<file path="config.mk">
export PLATFORM = sky130hd
export DESIGN_NAME = eis_top
export DESIGN_NICKNAME = d
export VERILOG_FILES = /design/src/verilog/eis_pkg.sv /design/src/verilog/eis_top.sv
export SDC_FILE = /design/constraint.sdc
export NUM_CORES = 1
export LEC_CHECK = 0
export ABC_CLOCK_PERIOD_IN_PS = 2500
export BUFFER_PORTS_ARGS = -buffer_cell sky130_fd_sc_hd__buf_2
export CORE_ASPECT_RATIO = 0.6
export CORE_MARGIN = 1.5
export CORE_UTILIZATION = 55
export DETAILED_ROUTE_END_ITERATION = 7
export PLACE_DENSITY = 0.77
export REMOVE_ABC_BUFFERS = 1
export SETUP_SLACK_MARGIN = 0.4
export SYNTH_ARGS = -nofsm -noshare
export SYNTH_HDL_FRONTEND = slang
export SYNTH_SLANG_ARGS = --single-unit
export TNS_END_PERCENT = 10
</file>
<file path="constraint.sdc">
create_clock -name clk_sys -period 2.5 [get_ports clk_sys]
set_clock_uncertainty 0.15 [all_clocks]
set_input_delay 0.125 -clock clk_sys [delete_from_list [all_inputs] [get_ports clk_sys]]
set_output_delay 0.125 -clock clk_sys [all_outputs]
set_load 0.01 [all_outputs]
</file>
<file path="src/verilog/eis_pkg.sv">
// Package: register map, field layout and sense encodings for the external request block
package eis_pkg;
  localparam int NUM_PINS = 15;
  localparam int REG_W = 16;
  localparam int ADDR_W = 5;
  localparam logic [4:0] OFF_REQUEST_ENABLE = 5'h00;
  localparam logic [4:0] OFF_SENSE_SELECT_HIGH = 5'h04;
  localparam logic [4:0] OFF_SENSE_SELECT_LOW = 5'h08;
  localparam logic [4:0] OFF_REQUEST_STATUS = 5'h0c;
  localparam logic [4:0] OFF_STATUS_CLEAR = 5'h10;
  localparam logic [4:0] OFF_IRQ_ENABLE = 5'h14;
  localparam logic [15:0] ENABLE_MASK = 16'h7fff;
  localparam logic [15:0] SENSE_HIGH_MASK = 16'h3fff;
  localparam logic [15:0] SENSE_LOW_MASK = 16'hffff;
  localparam logic [15:0] RESET_VAL = 16'h0000;
  localparam int LOW_PINS = 8;
  localparam logic [1:0] SENSE_LOW_LEVEL = 2'h0;
  localparam logic [1:0] SENSE_FALL = 2'h1;
  localparam logic [1:0] SENSE_RISE = 2'h2;
  localparam logic [1:0] SENSE_BOTH = 2'h3;
  localparam logic [1:0] RESP_OKAY = 2'h0;
  localparam logic [1:0] RESP_SLVERR = 2'h2;
endpackage

</file>
<file path="src/verilog/eis_top.sv">
// External request enable and sense selection with AXI4-Lite register slave
// Summary of operation
// - Pin request passes only while enabled
// - Enable register 16 bits, resets zero
// - Enable bit 15 always reads zero
// - Sense registers choose each pin's trigger condition
// - Sense change may set pending flag
// - Enabled pending flag raises interrupt request
// - High register pins 14..8, low pins 7..0
// - Sense 00 low, 01 fall, 10 rise, 11 both
// - High sense bits 15:14 read zero
//
// Decided for this implementation: the register addresses and the AXI4-Lite slave port.
`timescale 1ns/1ps
`default_nettype none
module eis_top (
  input wire logic clk_sys,
  input wire logic resetn,
  input wire logic [14:0] extRequestPinN,
  input wire logic [4:0] s_axi_awaddr,
  input wire logic s_axi_awvalid,
  output logic s_axi_awready,
  input wire logic [31:0] s_axi_wdata,
  input wire logic [3:0] s_axi_wstrb,
  input wire logic s_axi_wvalid,
  output logic s_axi_wready,
  output logic [1:0] s_axi_bresp,
  output logic s_axi_bvalid,
  input wire logic s_axi_bready,
  input wire logic [4:0] s_axi_araddr,
  input wire logic s_axi_arvalid,
  output logic s_axi_arready,
  output logic [31:0] s_axi_rdata,
  output logic [1:0] s_axi_rresp,
  output logic s_axi_rvalid,
  input wire logic s_axi_rready,
  output logic [14:0] pinRequest,
  output logic irqOut
);
  localparam int N = eis_pkg::NUM_PINS;

  logic [15:0] requestEnable_ff;
  logic [15:0] senseHigh_ff;
  logic [15:0] senseLow_ff;
  logic [14:0] requestStatus_ff;
  logic [14:0] irqEnable_ff;
  logic [14:0] pinSync1_ff;
  logic [14:0] pinSync2_ff;
  logic [14:0] pinSync3_ff;
  logic [14:0] pinStable_ff;
  logic [14:0] pinRequest_ff;
  logic irqOut_ff;

  logic [4:0] awAddr_ff;
  logic awHeld_ff;
  logic [31:0] wData_ff;
  logic [3:0] wStrb_ff;
  logic wHeld_ff;
  logic bValid_ff;
  logic [1:0] bResp_ff;
  logic rValid_ff;
  logic [31:0] rData_ff;
  logic [1:0] rResp_ff;
  // Ready outputs come from flops: high only while the matching channel can take an item
  logic awReady_ff;
  logic wReady_ff;
  logic arReady_ff;

  // Write path: address and data latched independently, applied once both are held
  wire awTake = s_axi_awvalid && awReady_ff;
  wire wTake = s_axi_wvalid && wReady_ff;
  wire doWrite = awHeld_ff && wHeld_ff && !bValid_ff;
  wire [15:0] wMask = {{8{wStrb_ff[1]}}, {8{wStrb_ff[0]}}};
  wire wrEnable = doWrite && (awAddr_ff == eis_pkg::OFF_REQUEST_ENABLE);
  wire wrSenseHigh = doWrite && (awAddr_ff == eis_pkg::OFF_SENSE_SELECT_HIGH);
  wire wrSenseLow = doWrite && (awAddr_ff == eis_pkg::OFF_SENSE_SELECT_LOW);
  wire wrClear = doWrite && (awAddr_ff == eis_pkg::OFF_STATUS_CLEAR);
  wire wrIrqEn = doWrite && (awAddr_ff == eis_pkg::OFF_IRQ_ENABLE);
  wire wrHit = wrEnable || wrSenseHigh || wrSenseLow || wrClear || wrIrqEn ||
    (awAddr_ff == eis_pkg::OFF_REQUEST_STATUS);
  wire [15:0] wVal = wData_ff[15:0];
  // Enable bit 15 and high sense bits 15:14 are stored as zero whatever software writes
  wire [15:0] nxt_requestEnable = ((requestEnable_ff & ~wMask) | (wVal & wMask)) &
    eis_pkg::ENABLE_MASK;
  wire [15:0] nxt_senseHigh = ((senseHigh_ff & ~wMask) | (wVal & wMask)) &
    eis_pkg::SENSE_HIGH_MASK;
  wire [15:0] nxt_senseLow = ((senseLow_ff & ~wMask) | (wVal & wMask)) &
    eis_pkg::SENSE_LOW_MASK;
  wire [14:0] clearBits = wrClear ? (wVal[14:0] & wMask[14:0]) : 15'h0000;
  wire [14:0] nxt_irqEnable = (irqEnable_ff & ~wMask[14:0]) | (wVal[14:0] & wMask[14:0]);

  // Read path
  wire arTake = s_axi_arvalid && arReady_ff;
  wire [15:0] rdMux =
    (s_axi_araddr == eis_pkg::OFF_REQUEST_ENABLE) ? requestEnable_ff :
    (s_axi_araddr == eis_pkg::OFF_SENSE_SELECT_HIGH) ? senseHigh_ff :
    (s_axi_araddr == eis_pkg::OFF_SENSE_SELECT_LOW) ? senseLow_ff :
    (s_axi_araddr == eis_pkg::OFF_REQUEST_STATUS) ? {1'b0, requestStatus_ff} :
    (s_axi_araddr == eis_pkg::OFF_IRQ_ENABLE) ? {1'b0, irqEnable_ff} : 16'h0000;
  wire rdHit = (s_axi_araddr == eis_pkg::OFF_REQUEST_ENABLE) ||
    (s_axi_araddr == eis_pkg::OFF_SENSE_SELECT_HIGH) ||
    (s_axi_araddr == eis_pkg::OFF_SENSE_SELECT_LOW) ||
    (s_axi_araddr == eis_pkg::OFF_REQUEST_STATUS) ||
    (s_axi_araddr == eis_pkg::OFF_STATUS_CLEAR) ||
    (s_axi_araddr == eis_pkg::OFF_IRQ_ENABLE);

  // Combined sense fields: pins 7..0 from the low register, 14..8 from the high
  wire [29:0] senseAll = {senseHigh_ff[13:0], senseLow_ff};
  wire [29:0] senseNext = {nxt_senseHigh[13:0], nxt_senseLow};
  // Any written field change may flag its pin, mirroring the documented side effect
  wire [29:0] senseWrNew = wrSenseHigh ? {senseNext[29:16], senseAll[15:0]} :
    wrSenseLow ? {senseAll[29:16], senseNext[15:0]} : senseAll;

  // Three-stage sampling; a change counts once stages two and three agree
  wire [14:0] pinAgree = ~(pinSync2_ff ^ pinSync3_ff);
  wire [14:0] nxt_pinStable = (pinStable_ff & ~pinAgree) | (pinSync3_ff & pinAgree);
  logic [14:0] detect;
  logic [14:0] senseChanged;

  genvar i;
  generate
    for (i = 0; i < N; i++) begin : gPin
      wire [1:0] sel = senseAll[2*i+1:2*i];
      wire rise = nxt_pinStable[i] && !pinStable_ff[i];
      wire fall = !nxt_pinStable[i] && pinStable_ff[i];
      assign detect[i] = (sel == eis_pkg::SENSE_LOW_LEVEL) ? !pinStable_ff[i] :
        (sel == eis_pkg::SENSE_FALL) ? fall :
        (sel == eis_pkg::SENSE_RISE) ? rise : (rise || fall);
      assign senseChanged[i] = senseWrNew[2*i+1:2*i] != sel;
    end
  endgenerate

  // Set wins over a simultaneous clear
  wire [14:0] nxt_status = (requestStatus_ff & ~clearBits) | detect | senseChanged;
  wire [14:0] nxt_pinRequest = requestStatus_ff & requestEnable_ff[14:0];

  always_ff @(posedge clk_sys or negedge resetn) begin
    if (!resetn) begin
      // Stages start at the idle pin level so release of reset shows no false low
      pinSync1_ff <= 15'h7fff;
      pinSync2_ff <= 15'h7fff;
      pinSync3_ff <= 15'h7fff;
      // Pins idle high; starting stable high avoids a false low-level hit
      pinStable_ff <= 15'h7fff;
    end else begin
      pinSync1_ff <= extRequestPinN;
      pinSync2_ff <= pinSync1_ff;
      pinSync3_ff <= pinSync2_ff;
      pinStable_ff <= nxt_pinStable;
    end
  end

  always_ff @(posedge clk_sys or negedge resetn) begin
    if (!resetn) begin
      requestEnable_ff <= eis_pkg::RESET_VAL;
      senseHigh_ff <= eis_pkg::RESET_VAL;
      senseLow_ff <= eis_pkg::RESET_VAL;
      irqEnable_ff <= 15'h0000;
    end else begin
      if (wrEnable) begin
        requestEnable_ff <= nxt_requestEnable;
      end
      if (wrSenseHigh) begin
        senseHigh_ff <= nxt_senseHigh;
      end
      if (wrSenseLow) begin
        senseLow_ff <= nxt_senseLow;
      end
      if (wrIrqEn) begin
        irqEnable_ff <= nxt_irqEnable;
      end
    end
  end

  always_ff @(posedge clk_sys or negedge resetn) begin
    if (!resetn) begin
      requestStatus_ff <= 15'h0000;
      pinRequest_ff <= 15'h0000;
      irqOut_ff <= 1'b0;
    end else begin
      requestStatus_ff <= nxt_status;
      pinRequest_ff <= nxt_pinRequest;
      irqOut_ff <= |(requestStatus_ff & irqEnable_ff);
    end
  end

  always_ff @(posedge clk_sys or negedge resetn) begin
    if (!resetn) begin
      awAddr_ff <= 5'h00;
      awHeld_ff <= 1'b0;
      wData_ff <= 32'h0000_0000;
      wStrb_ff <= 4'h0;
      wHeld_ff <= 1'b0;
      bValid_ff <= 1'b0;
      bResp_ff <= eis_pkg::RESP_OKAY;
    end else begin
      if (awTake) begin
        awAddr_ff <= s_axi_awaddr;
        awHeld_ff <= 1'b1;
      end
      if (wTake) begin
        wData_ff <= s_axi_wdata;
        wStrb_ff <= s_axi_wstrb;
        wHeld_ff <= 1'b1;
      end
      if (doWrite) begin
        awHeld_ff <= 1'b0;
        wHeld_ff <= 1'b0;
        bValid_ff <= 1'b1;
        bResp_ff <= wrHit ? eis_pkg::RESP_OKAY : eis_pkg::RESP_SLVERR;
      end else if (bValid_ff && s_axi_bready) begin
        bValid_ff <= 1'b0;
      end
    end
  end

  always_ff @(posedge clk_sys or negedge resetn) begin
    if (!resetn) begin
      rValid_ff <= 1'b0;
      rData_ff <= 32'h0000_0000;
      rResp_ff <= eis_pkg::RESP_OKAY;
    end else begin
      if (arTake) begin
        rValid_ff <= 1'b1;
        rData_ff <= {16'h0000, rdMux};
        rResp_ff <= rdHit ? eis_pkg::RESP_OKAY : eis_pkg::RESP_SLVERR;
      end else if (rValid_ff && s_axi_rready) begin
        rValid_ff <= 1'b0;
      end
    end
  end

  // Each ready predicts next cycle's free state: no item held and no response pending
  always_ff @(posedge clk_sys or negedge resetn) begin
    if (!resetn) begin
      awReady_ff <= 1'b0;
      wReady_ff <= 1'b0;
      arReady_ff <= 1'b0;
    end else begin
      awReady_ff <= !awTake && !(awHeld_ff && !doWrite) && !doWrite &&
        !(bValid_ff && !s_axi_bready);
      wReady_ff <= !wTake && !(wHeld_ff && !doWrite) && !doWrite &&
        !(bValid_ff && !s_axi_bready);
      arReady_ff <= !arTake && !(rValid_ff && !s_axi_rready);
    end
  end

  assign s_axi_awready = awReady_ff;
  assign s_axi_wready = wReady_ff;
  assign s_axi_arready = arReady_ff;
  assign s_axi_bvalid = bValid_ff;
  assign s_axi_bresp = bResp_ff;
  assign s_axi_rvalid = rValid_ff;
  assign s_axi_rdata = rData_ff;
  assign s_axi_rresp = rResp_ff;
  assign pinRequest = pinRequest_ff;
  assign irqOut = irqOut_ff;
endmodule
`default_nettype wire

</file>
---- Word level (Yosys, flattened, before mapping) ----
Cells that the tools add are included.
word-level totals
  register bits ........................... 201
  output and inout port bits .............. 57
  input port bits ......................... 68
cells by class
  muxes and demuxes ....................... 63
  equal/unequal tests ..................... 55
  bitwise logic cells ..................... 24
  reductions and logical operators ........ 141
operators by type and width
  operator                                             count
  AND 15 bit                                           8
  bitwise OR 15 bit                                    5
  two-way mux 16 bit                                   4
  inverter 15 bit                                      4
  logical AND 1 bit                                    53
  two-way mux 1 bit                                    53
  two-way mux 15 bit                                   3
  logical NOT 1 bit                                    41
  AND 16 bit                                           2
  equality test 2 x 1 -> 1 bit, second input constant  15
  equality test 2 bit, second input constant           15
  logical NOT 2 bit                                    15
  two-way mux 30 bit                                   1
  != test 2 bit                                        15
  logical OR 1 bit                                     25
  equality test 5 x 4 -> 1 bit, second input constant  4
  equality test 5 bit, second input constant           4
  inverter 16 bit                                      1
  bitwise OR 16 bit                                    1
  OR reduction 15 bit                                  1
  XOR 15 bit                                           1
  AND 14 bit                                           1
  bitwise OR 14 bit                                    1
  equality test 5 x 3 -> 1 bit, second input constant  2
  other kinds (3)                                      8

---- Longest topological paths before layout ----
Gate-level depths: netlist (run 1).
  word-level depth ........................ 13
  gate-level depth with buffers ........... 9
  mapped depth without buffers ............ 9

---- Worst setup path after synthesis (run 1) ----
Ideal clock, no wire load.
  path type ............................... reg-to-reg
  from .................................... register pinStable_ff[11]
  to ...................................... register requestStatus_ff[11]
  arrival ................................. 1575 ps
  slack ................................... 654 ps
  cell stages (with the launch flop) ...... 7
  required time ........................... 2229 ps
  library setup time ...................... 121 ps
  path through ............................ dfstp_2 > a21o_1 > o21ai_0 > ha_1 > a2111oi_0 > o21ai_0 > a22o_1
between the ends
  longest elaborated chain between the ends .. 10
  elaborated cells between the ends (all ways) .. 12
ends and longest elaborated chain
  what                               line            text
  start: declaration                 eis_top.sv:50   logic [14:0] pinStable_ff;
  start signal: assignment           eis_top.sv:149  pinStable_ff <= nxt_pinStable;
  AND 15 bit                         eis_top.sv:116  wire [14:0] nxt_pinStable = (pinStable_ff & ~pinAgree) | (pinSync3_ff & pinAgree);
  bitwise OR 15 bit                  eis_top.sv:116
  logical NOT 1 bit                  eis_top.sv:125  wire fall = !nxt_pinStable[i] && pinStable_ff[i];
  logical AND 1 bit                  eis_top.sv:125
  logical OR 1 bit                   eis_top.sv:128  (sel == eis_pkg::SENSE_RISE) ? rise : (rise || fall);
  two-way mux 1 bit                  eis_top.sv:128
  two-way mux 1 bit                  eis_top.sv:127  (sel == eis_pkg::SENSE_FALL) ? fall :
  two-way mux 1 bit *                eis_top.sv:126  assign detect[i] = (sel == eis_pkg::SENSE_LOW_LEVEL) ? !pinStable_ff[i] :
  bitwise OR 15 bit * (2 in series)  eis_top.sv:134  wire [14:0] nxt_status = (requestStatus_ff & ~clearBits) | detect | senseChanged;
  named net nxt_status[11]           eis_top.sv:134
  end signal: assignment             eis_top.sv:181  requestStatus_ff <= nxt_status;
  end: declaration                   eis_top.sv:45   logic [14:0] requestStatus_ff;
The timed path passes the listed nets; every way through them passes the cells marked *.
A chain may end at the register's enable or synchronous reset.

==> results list, run 1 <==
- The flow ran to the end, and the final reports show no timing, DRC or antenna violations.
- Fraction of layout instances using a drive strength above 1: 0.287
- The worst hold path belongs to the class primary input to flip-flop.
- Number of DRC violations after detailed-routing iteration 0: 494
* Final routed DRC violation total: 0
- After technology mapping, the gate count stands at 814.
- Register cell area after layout: 0.00505 mm²
- Count of filler cells inserted in the layout: 1,239
* Switching part of the total power: 0.331
- Adding up every negative setup slack in the final design gives 0 ps.
* Average detailed-routed wire length per instance: 17.9 µm
- At the end of the flow, the number of nets in the layout was 1,029.
- Row generation in the floorplan step produced 36 rows.
* Portion of total power attributed to combinational logic: 0.218
- The worst hold path begins at s_axi_arvalid.
- Crit share post-route: 0.836
- Average via count per standard cell: 5.63
* Largest fanout on the critical path: 8
- In the synthesized netlist the dominant register cell turns out to be sky130_fd_sc_hd__dfrtp_1.
- Final Cell Area: 0.0107 mm²
- The final-report max-slew violation count is 0.
- Cell internal power was estimated by the tool at 6.33 mW.
* Worst reg2reg path depth: 3
* Highest-utilization routing layer at the global route stage: met2
* Highest ir drop seen on vdd: 694 µV
- Compared with the post-synthesis result, the final layout area differs by 17.4%.
* Num CTS Buffers: 17
- After detailed routing, the total wire length is 20,700 µm.
* DIE WIDTH: 169 µm
- Number of antenna violations at the first check in global routing: 0
* Avg Synthesized Cell Area: 11.2 µm²
* Sequential area share after synthesis: 0.554
* Final Hold Violating Endpoints: 0
- The pre-antenna-repair detailed-routing pass consisted of 5 iterations.
* Clock tree root driver cell: sky130_fd_sc_hd__clkbuf_16
- I/O pin count: 125
* Maximum Capacitance Violations: 0
- Setup repair after global routing could not meet its margin everywhere.
- In this run the static leakage power is 4.95 nW.
- Counting tap cells, the placed design contains a total of 1,071 instances.
- In this run, distinct cell masters in the synthesized netlist total 49.
- Area of the core: 0.0162 mm²
* Via count: 6,492
- Once detail routing completed, the nets flagged for antenna violations numbered 0.
- Required time of the worst setup path: 2670 ps
- Wire length of the first global-routing pass: 33,500 µm
- Final cell count without fillers: 1,153
* Multi-input gate area: 0.00359 mm²
* Antenna diode count: 0
* # clock sinks: 199
* Crit. End Element: flip-flop
* TritonCTS clock tree: yes
* Standard cell area after detailed placement: 0.00965 mm²
- Data arrives at the worst endpoint at 2260 ps.
- STA classifies the critical path startpoint as a flip-flop.
- Port Buf Inserts: 88
- At the pin with the least slew margin, the transition time is 652 ps.
- Worst Slack Setup Final: 410 ps
- For this design the ratio of total power to cell area is 882 mW/mm².
- After clock tree synthesis, the clock-pin slew on the worst setup and hold paths is 70 ps.
- The die covers 0.0174 mm².
- Vertical extent of the die: 103 µm
- Number of instances on the worst hold path: 4
- The later pin in the worst-skew pair is clocked with a latency of 440 ps.
- Portion of total power attributed to the clock network: 0.282
- For met1 alone, demand over resource in global routing was 0.364.
- Final weighted congestion in routability-driven placement: 0.839
* Overall power of the completed layout: 9.46 mW
- The Yosys step of the flow raised 0 warnings.
* Startpoint of the most critical register-to-register path: awAddr_ff[1]$_DFFE_PN0P_
- Final setup viols: 0
* Post-synthesis async set-or-reset flop share: 1.00
- Net switching power of the design: 3.13 mW
- Seq cells post-synth: 199
* Initial core utilization: 0.563
* Largest buffer count on any clock path: 2
- Critical Path, Cell by Cell: nor4_2 -> nand3_1 -> mux2_2
- The mapped netlist covers 0.00913 mm².
* Sum of net half-perimeters after detailed placement: 14,200 µm
- Hold Path Sink: s_axi_rdata[12]$_DFFE_PN0P_
- Across all register-to-register paths, the minimum setup slack is 410 ps.
- The largest single stage delay on the critical path is 520 ps.
* Setup WS pre-CTS: 458 ps
- The H-tree was split into 4 levels.
- Met2 usage: 0.393
- The total overflow left after global routing is 0.
- Entering global routing, the biggest net connects 66 pins.
- For met3 alone, demand over resource in global routing was 0.0557.
- Timing would allow up to 0.479 GHz.
- Register share of total power: 0.500
- Overall routing resource usage: 0.252
* Setup Crit Path Kind: flip-flop to flip-flop
- In this run, synthesis inferred 0 flip-flops with an integrated enable.
- The number of global-route vias before repair was 6,414.
- Min Clock Period, post-route: 2090 ps
- Worst max-slew margin expressed relative to the limit: 0.565
* CP max-delay cell: sky130_fd_sc_hd__nand3_1
==> layer usage <==
layer | vias to the layer above | wire (µm)
li1 | 3028 | -
met1 | 3224 | 10100
met2 | 218 | 9040
met3 | 22 | 1380
met4 | 0 | 192
met5 | - | 0
==> metrics by stage <==
| stage | utilization | hold WS, ps |
|---|---|---|
| 3_5_place_dp | 0.595 | 5.51 |
| 3_3_place_gp | 0.595 | 7.23 |
| 2_1_floorplan | - | -321 |
| 6_report | 0.661 | 50.4 |
| 5_1_grt | 0.661 | 63.4 |
| 4_1_cts | 0.660 | 15.5 |
==> area by class of cell <==
class / instances / area share
timing repair buffer: 152 / 0.102
sequential: 199 / 0.472
clock inverter: 13 / 0.0119
tap: 209 / 0.0244
inverter: 44 / 0.0154
clock buffer: 19 / 0.0404
multi-input combinational: 517 / 0.335
==> Yosys cell counts, types with 2 or more instances <==
| library cell | instances | share of area |
|---|---|---|
| sky130_fd_sc_hd__buf_1 | 2 | 0.00082 |
| sky130_fd_sc_hd__buf_4 | 18 | 0.015 |
| sky130_fd_sc_hd__o21ai_0 | 39 | 0.021 |
| sky130_fd_sc_hd__nand3_1 | 7 | 0.0038 |
| sky130_fd_sc_hd__mux2_2 | 68 | 0.084 |
| sky130_fd_sc_hd__buf_6 | 6 | 0.0074 |
| sky130_fd_sc_hd__and4_1 | 4 | 0.0038 |
| sky130_fd_sc_hd__nor3b_1 | 5 | 0.0041 |
| sky130_fd_sc_hd__nor3_1 | 5 | 0.0027 |
| sky130_fd_sc_hd__and2_1 | 17 | 0.012 |
| sky130_fd_sc_hd__nor2b_1 | 8 | 0.0055 |
| sky130_fd_sc_hd__buf_2 | 12 | 0.0066 |
| sky130_fd_sc_hd__nand4_1 | 3 | 0.0021 |
| sky130_fd_sc_hd__inv_1 | 44 | 0.018 |
| sky130_fd_sc_hd__dfrtp_1 | 139 | 0.38 |
| sky130_fd_sc_hd__ha_1 | 30 | 0.041 |
| sky130_fd_sc_hd__a222oi_1 | 2 | 0.0022 |
| sky130_fd_sc_hd__and3_1 | 3 | 0.0021 |
| sky130_fd_sc_hd__or2_2 | 3 | 0.0021 |
| sky130_fd_sc_hd__clkbuf_1 | 33 | 0.014 |
| sky130_fd_sc_hd__a211oi_1 | 15 | 0.012 |
| sky130_fd_sc_hd__a22o_1 | 6 | 0.0058 |
| sky130_fd_sc_hd__dfstp_2 | 60 | 0.17 |
| sky130_fd_sc_hd__nand2_1 | 105 | 0.043 |
| sky130_fd_sc_hd__o211ai_1 | 3 | 0.0025 |
| sky130_fd_sc_hd__o31ai_1 | 12 | 0.0099 |
| sky130_fd_sc_hd__a22oi_1 | 17 | 0.014 |
| sky130_fd_sc_hd__a211o_1 | 10 | 0.0096 |
| sky130_fd_sc_hd__a221oi_1 | 13 | 0.012 |
| sky130_fd_sc_hd__a21oi_1 | 52 | 0.029 |
| sky130_fd_sc_hd__a21o_1 | 9 | 0.0074 |
| sky130_fd_sc_hd__xnor2_1 | 25 | 0.024 |
| sky130_fd_sc_hd__nor2_1 | 18 | 0.0074 |
| sky130_fd_sc_hd__nor4b_1 | 2 | 0.0019 |
| sky130_fd_sc_hd__a2111oi_0 | 5 | 0.0048 |
==> cells in the final DEF, fill, tap and decap left out, types with 3 or more instances in the layout <==
master / count
sky130_fd_sc_hd__inv_6: 5
sky130_fd_sc_hd__nor2_1: 18
sky130_fd_sc_hd__a21o_1: 9
sky130_fd_sc_hd__and4_1: 4
sky130_fd_sc_hd__a2111oi_0: 4
sky130_fd_sc_hd__inv_1: 44
sky130_fd_sc_hd__nor3_1: 5
sky130_fd_sc_hd__buf_2: 87
sky130_fd_sc_hd__a211oi_1: 15
sky130_fd_sc_hd__inv_8: 4
sky130_fd_sc_hd__xnor2_1: 25
sky130_fd_sc_hd__a22oi_1: 17
sky130_fd_sc_hd__dfstp_2: 60
sky130_fd_sc_hd__nand2_1: 105
sky130_fd_sc_hd__a221oi_1: 13
sky130_fd_sc_hd__and3_1: 3
sky130_fd_sc_hd__a211o_1: 10
sky130_fd_sc_hd__dlygate4sd3_1: 49
sky130_fd_sc_hd__nand3_1: 7
sky130_fd_sc_hd__and2_1: 17
sky130_fd_sc_hd__ha_1: 30
sky130_fd_sc_hd__conb_1: 18
sky130_fd_sc_hd__a22o_1: 6
sky130_fd_sc_hd__buf_4: 12
sky130_fd_sc_hd__nand4_1: 3
sky130_fd_sc_hd__o21ai_0: 39
sky130_fd_sc_hd__o211ai_1: 3
sky130_fd_sc_hd__nor3b_1: 5
sky130_fd_sc_hd__mux2_2: 68
sky130_fd_sc_hd__o31ai_1: 12
sky130_fd_sc_hd__a21oi_1: 52
sky130_fd_sc_hd__dfrtp_1: 139
sky130_fd_sc_hd__or2_2: 3
sky130_fd_sc_hd__clkbuf_16: 17
sky130_fd_sc_hd__nor2b_1: 8
sky130_fd_sc_hd__buf_12: 3
==> power groups by stage <==
stage	Clock, mW	Sequential, mW	Combinational, mW
after global routing	2.85	4.83	2.31
after CTS	2.71	4.70	2.07
after floorplan	0	4.55	1.31
after detailed placement	0	4.75	1.98
final	2.67	4.73	2.06
after global placement	0	4.72	1.91
==> worst max-delay path: cells and delay by family (launching register included) <==
family	cells	cell delay (ps)
and+or+nand+nor	2	930
muxes	1	450
DFF	1	440
==> worst max path at each step <==
stage                                        start                          end  depth (start not counted)
after CTS                 awAddr_ff[1]$_DFFE_PN0P_                    flip-flop                          3
after global routing      awAddr_ff[4]$_DFFE_PN0P_                    flip-flop                          4
after floorplan           s_axi_bvalid$_DFFE_PN0P_  senseHigh_ff[0]$_DFFE_PN0P_                          3
after global placement    awAddr_ff[3]$_DFFE_PN0P_                    flip-flop                          3
after detailed placement  awAddr_ff[1]$_DFFE_PN0P_                    flip-flop                          3
final                     awAddr_ff[1]$_DFFE_PN0P_                    flip-flop                          3
==> kinds of logic after synthesis <==
| group | after synthesis | share of synthesized area |
|---|---|---|
| simple gates | 189 | 0.102 |
| flops | 199 | 0.554 |
| fa+ha+maj | 30 | 0.0411 |
| other cells | 1 | 0.000411 |
| mux | 68 | 0.0839 |
| xor+xnor | 25 | 0.0240 |
| compound gates | 187 | 0.134 |
| buf+inv | 115 | 0.0613 |
==> repair_timing <==
action,CTS,global route
setup endpoints to repair,0,33
hold endpoints to repair,155,0
setup buffers,0,1
hold buffers,49,0
resized for setup,0,2
No activity file was read; power rests on OpenSTA's default activity.
==> run 2: changes to the inputs <==
Settings changed: ABC_CLOCK_PERIOD_IN_PS 2500 to 1970.
Clock period 2.5 ns to 1.97 ns, I/O delays scaled along.
==> run 2 against run 1 <==
Net effect:
- setup slack worse by 340 ps
- total power grew 31%
- hold slack worse by 19 ps
- clock power is 26% higher
- critical path depth rose by 2
- cell area is 5.1% higher
- core utilization increased by 3.3 points
- via count rose by 5.0%
- die area unchanged
- sequential power is 30% higher
- first-iteration DRC count decreased by 2.2%
- wire length grew 5.9%
==> results list, run 2 (synthesized netlist as in run 1, its figures left out) <==
- Final weighted congestion in routability-driven placement: 0.883 (+5.3%)
- The top-level I/O count was 125 (unchanged).
* Vertical extent of the die: 103 µm (unchanged)
* Run status: finished, final reports clean
* Clk_lat worst skew: 430 ps (about the same)
- The count of port buffers added during placement is 88 (unchanged).
- In this run the critical register-to-register path is launched from awAddr_ff[1]$_DFFE_PN0P_.
* Area of the core: 0.0162 mm² (unchanged)
- Average via count per standard cell: 5.72 (+1.6%)
- The critical path is of the flip-flop to flip-flop type.
* Final Max Slew Viols: 0 (unchanged)
* Final setup viols: 0 (unchanged)
- Largest fanout on the critical path: 8 (unchanged)
- STA classifies the critical path startpoint as a flip-flop.
* Num CTS Buffers: 17 (unchanged)
* # clock sinks: 199 (unchanged)
- The number of global-route vias before repair is 6,641 (+3.5%).
- The total routing resource utilization after global routing came to 0.266 (+0.0136).
- Average detailed-routed wire length per instance: 18.4 µm (+2.4%)
- The number of DRC violations after detailed-routing iteration 0 was 483 (-2.2%).
- Total die area: 0.0174 mm² (unchanged)
- Largest net degree at the start of global routing: 47 (-29%)
- Worst reg2reg path depth: 5 (+2)
- Hold WC Path Type: primary input to asynchronous set/reset pin
- Crit share post-route: 0.962 (+0.126)
- DIE WIDTH: 169 µm (unchanged)
* Register cell area after layout: 0.00506 mm² (about the same)
- The maximum clock frequency is 0.528 GHz (+10%).
- The first-pass GRT wire length is 34,800 µm (+4.1%).
- LEAKAGE: 5.18 nW (+4.7%)
- STA classifies the critical path endpoint as a flip-flop.
- Power per cell area: 1100 mW/mm² (+25%)
- Final core utilization: 0.694 (+0.0334)
- The library cells used most frequently in the layout, excluding fill and tap cells, are 137 x sky130_fd_sc_hd__dfrtp_1, 98 x sky130_fd_sc_hd__nand2_1, 87 x sky130_fd_sc_hd__buf_2.
- The minimum clock period came to 1900 ps (-194 ps).
- Clock slew at reported path FFs: 70 ps (about the same)
* Worst Hold Slack: 31.2 ps (-19.2 ps)
- The hold violation total from the final report is 0 (unchanged).
- Post-Route WL: 21,900 µm (+5.9%)
- Final routed DRC violation total: 0 (unchanged)
- The number of fill cells came to 1,158 (-6.5%).
- Leaving out fill and tap cells, the most frequent cell in the layout is sky130_fd_sc_hd__dfrtp_1.
- The number of maximum-capacitance violations was 0 (unchanged).
* Count of antenna-violating nets left after detailed routing: 0 (unchanged)
* Remaining global-route overflow: 0 (unchanged)
- The reg2reg setup slack came to 70 ps (-340 ps).
- Largest buffer count on any clock path: 2 (unchanged)
- Via count: 6,818 (+5.0%)
- Area growth from synthesis to layout: 23.3%
- The area used by multi-input combinational logic is 0.00381 mm² (+6.2%).
- TritonCTS clock tree: yes
- Initial core utilization: 0.563 (unchanged)
- The maximum vdd ir drop came to 766 µV (+10%).
- The detailed-placement wirelength estimate came to 14,600 µm (+2.6%).
- Setup repair after global routing missed its margin: true
- The final net count was 1,068 (+3.8%).
* Clock tree root driver cell: sky130_fd_sc_hd__clkbuf_16
- FF-to-FF End: requestStatus_ff[6]$_DFF_PN0_
- The number of search-and-repair iterations in the first detailed-routing pass is 5 (unchanged).
- The number of antenna violations at the first check in global routing is 0 (unchanged).
- The layout cell share with drive strength beyond 1 was 0.360 (+0.0730).
- The total number of H-tree levels is 4 (unchanged).
- The antenna cell count is 0 (unchanged).
* Data arrival time at the worst-slack endpoint: 2070 ps (-190 ps)
- The required time of the critical path was 2140 ps (-530 ps).
- The floorplan row count came to 36 (unchanged).
-- run 2: cell count changes in the layout (fill, tap and decap cells not counted), moves of 6 or more --
cell / change
sky130_fd_sc_hd__buf_4: +36
sky130_fd_sc_hd__o21ai_0: -21
sky130_fd_sc_hd__o21ai_1: +11
sky130_fd_sc_hd__o21ai_2: +10
sky130_fd_sc_hd__ha_1: -8
sky130_fd_sc_hd__ha_2: +8
sky130_fd_sc_hd__nand2_1: -7
sky130_fd_sc_hd__a211oi_1: -6
sky130_fd_sc_hd__a211oi_2: +6
-- run 2: cell type report --
cell class | count | area share
Clock buffer | 20 | 0.0406
Clock inverter | 12 | 0.00978
Inverter | 44 | 0.0147
Multi-Input combinational cell | 517 | 0.338
Sequential cell | 199 | 0.449
Tap cell | 209 | 0.0232
Timing Repair Buffer | 191 | 0.124
-- run 2: per-stage QoR --
step / instance area [µm²] / cells / TNS, ps / worst slack (ps) / power (mW)
2_1_floorplan: 8800 / 760 / -7760 / -257 / 7.44
3_3_place_gp: 9790 / 1088 / 0 / 57.0 / 8.51
3_5_place_dp: 9790 / 1088 / -117 / -37.8 / 8.63
4_1_cts: 11200 / 1190 / 0 / 122 / 12.3
5_1_grt: 11300 / 1192 / 0 / 10.8 / 13.1
6_report: 11300 / 1192 / 0 / 74.4 / 12.4
-- run 2: critical path: stages, from the launching register on --
cell	delay, ps
sky130_fd_sc_hd__dfrtp_2	470
sky130_fd_sc_hd__nor4_4	380
sky130_fd_sc_hd__and4_4	280
sky130_fd_sc_hd__buf_12	140
sky130_fd_sc_hd__nand2_1	60
sky130_fd_sc_hd__a211o_1	300
-- run 2: worst max-delay path by stage --
stage / start / endpoint / slack (ps)
detailed placement: pinStable_ff[14]$_DFF_PN1_ / requestStatus_ff[14]$_DFF_PN0_ / -40
CTS: pinStable_ff[11]$_DFF_PN1_ / requestStatus_ff[11]$_DFF_PN0_ / 120
global placement: pinStable_ff[10]$_DFF_PN1_ / requestStatus_ff[10]$_DFF_PN0_ / 60
finish: awAddr_ff[1]$_DFFE_PN0P_ / requestStatus_ff[6]$_DFF_PN0_ / 70
floorplan: s_axi_bvalid$_DFFE_PN0P_ / senseHigh_ff[0]$_DFFE_PN0P_ / -260
global route: awAddr_ff[1]$_DFFE_PN0P_ / senseLow_ff[5]$_DFFE_PN0N_ / 10
-- run 2: timing repair --
action                                 CTS  global route
gates resized for setup                 59            20
pin swaps                               29             9
hold buffers                            50             0
setup endpoints to repair               75            77
endpoints found under the hold margin  201             0
buffers inserted                        20             2
gates cloned                             0             0
-- run 2: power by group --
part / internal (mW) / switching (mW) / leakage, nW
registers: 4.94 / 1.19 / 2.40
clock network: 1.73 / 1.63 / 0.274
logic: 1.60 / 1.33 / 2.51
-- run 2: routing by layer --
layer / up-vias / share of wire / wire [µm] / GRT usage
li1: 3115 / - / - / -
met1: 3399 / 0.46 / 10100 / 0.371
met2: 279 / 0.45 / 9820 / 0.423
met3: 25 / 0.080 / 1740 / 0.0587
met4: 0 / 0.010 / 229 / 0.0803
met5: - / 0 / 0 / 0
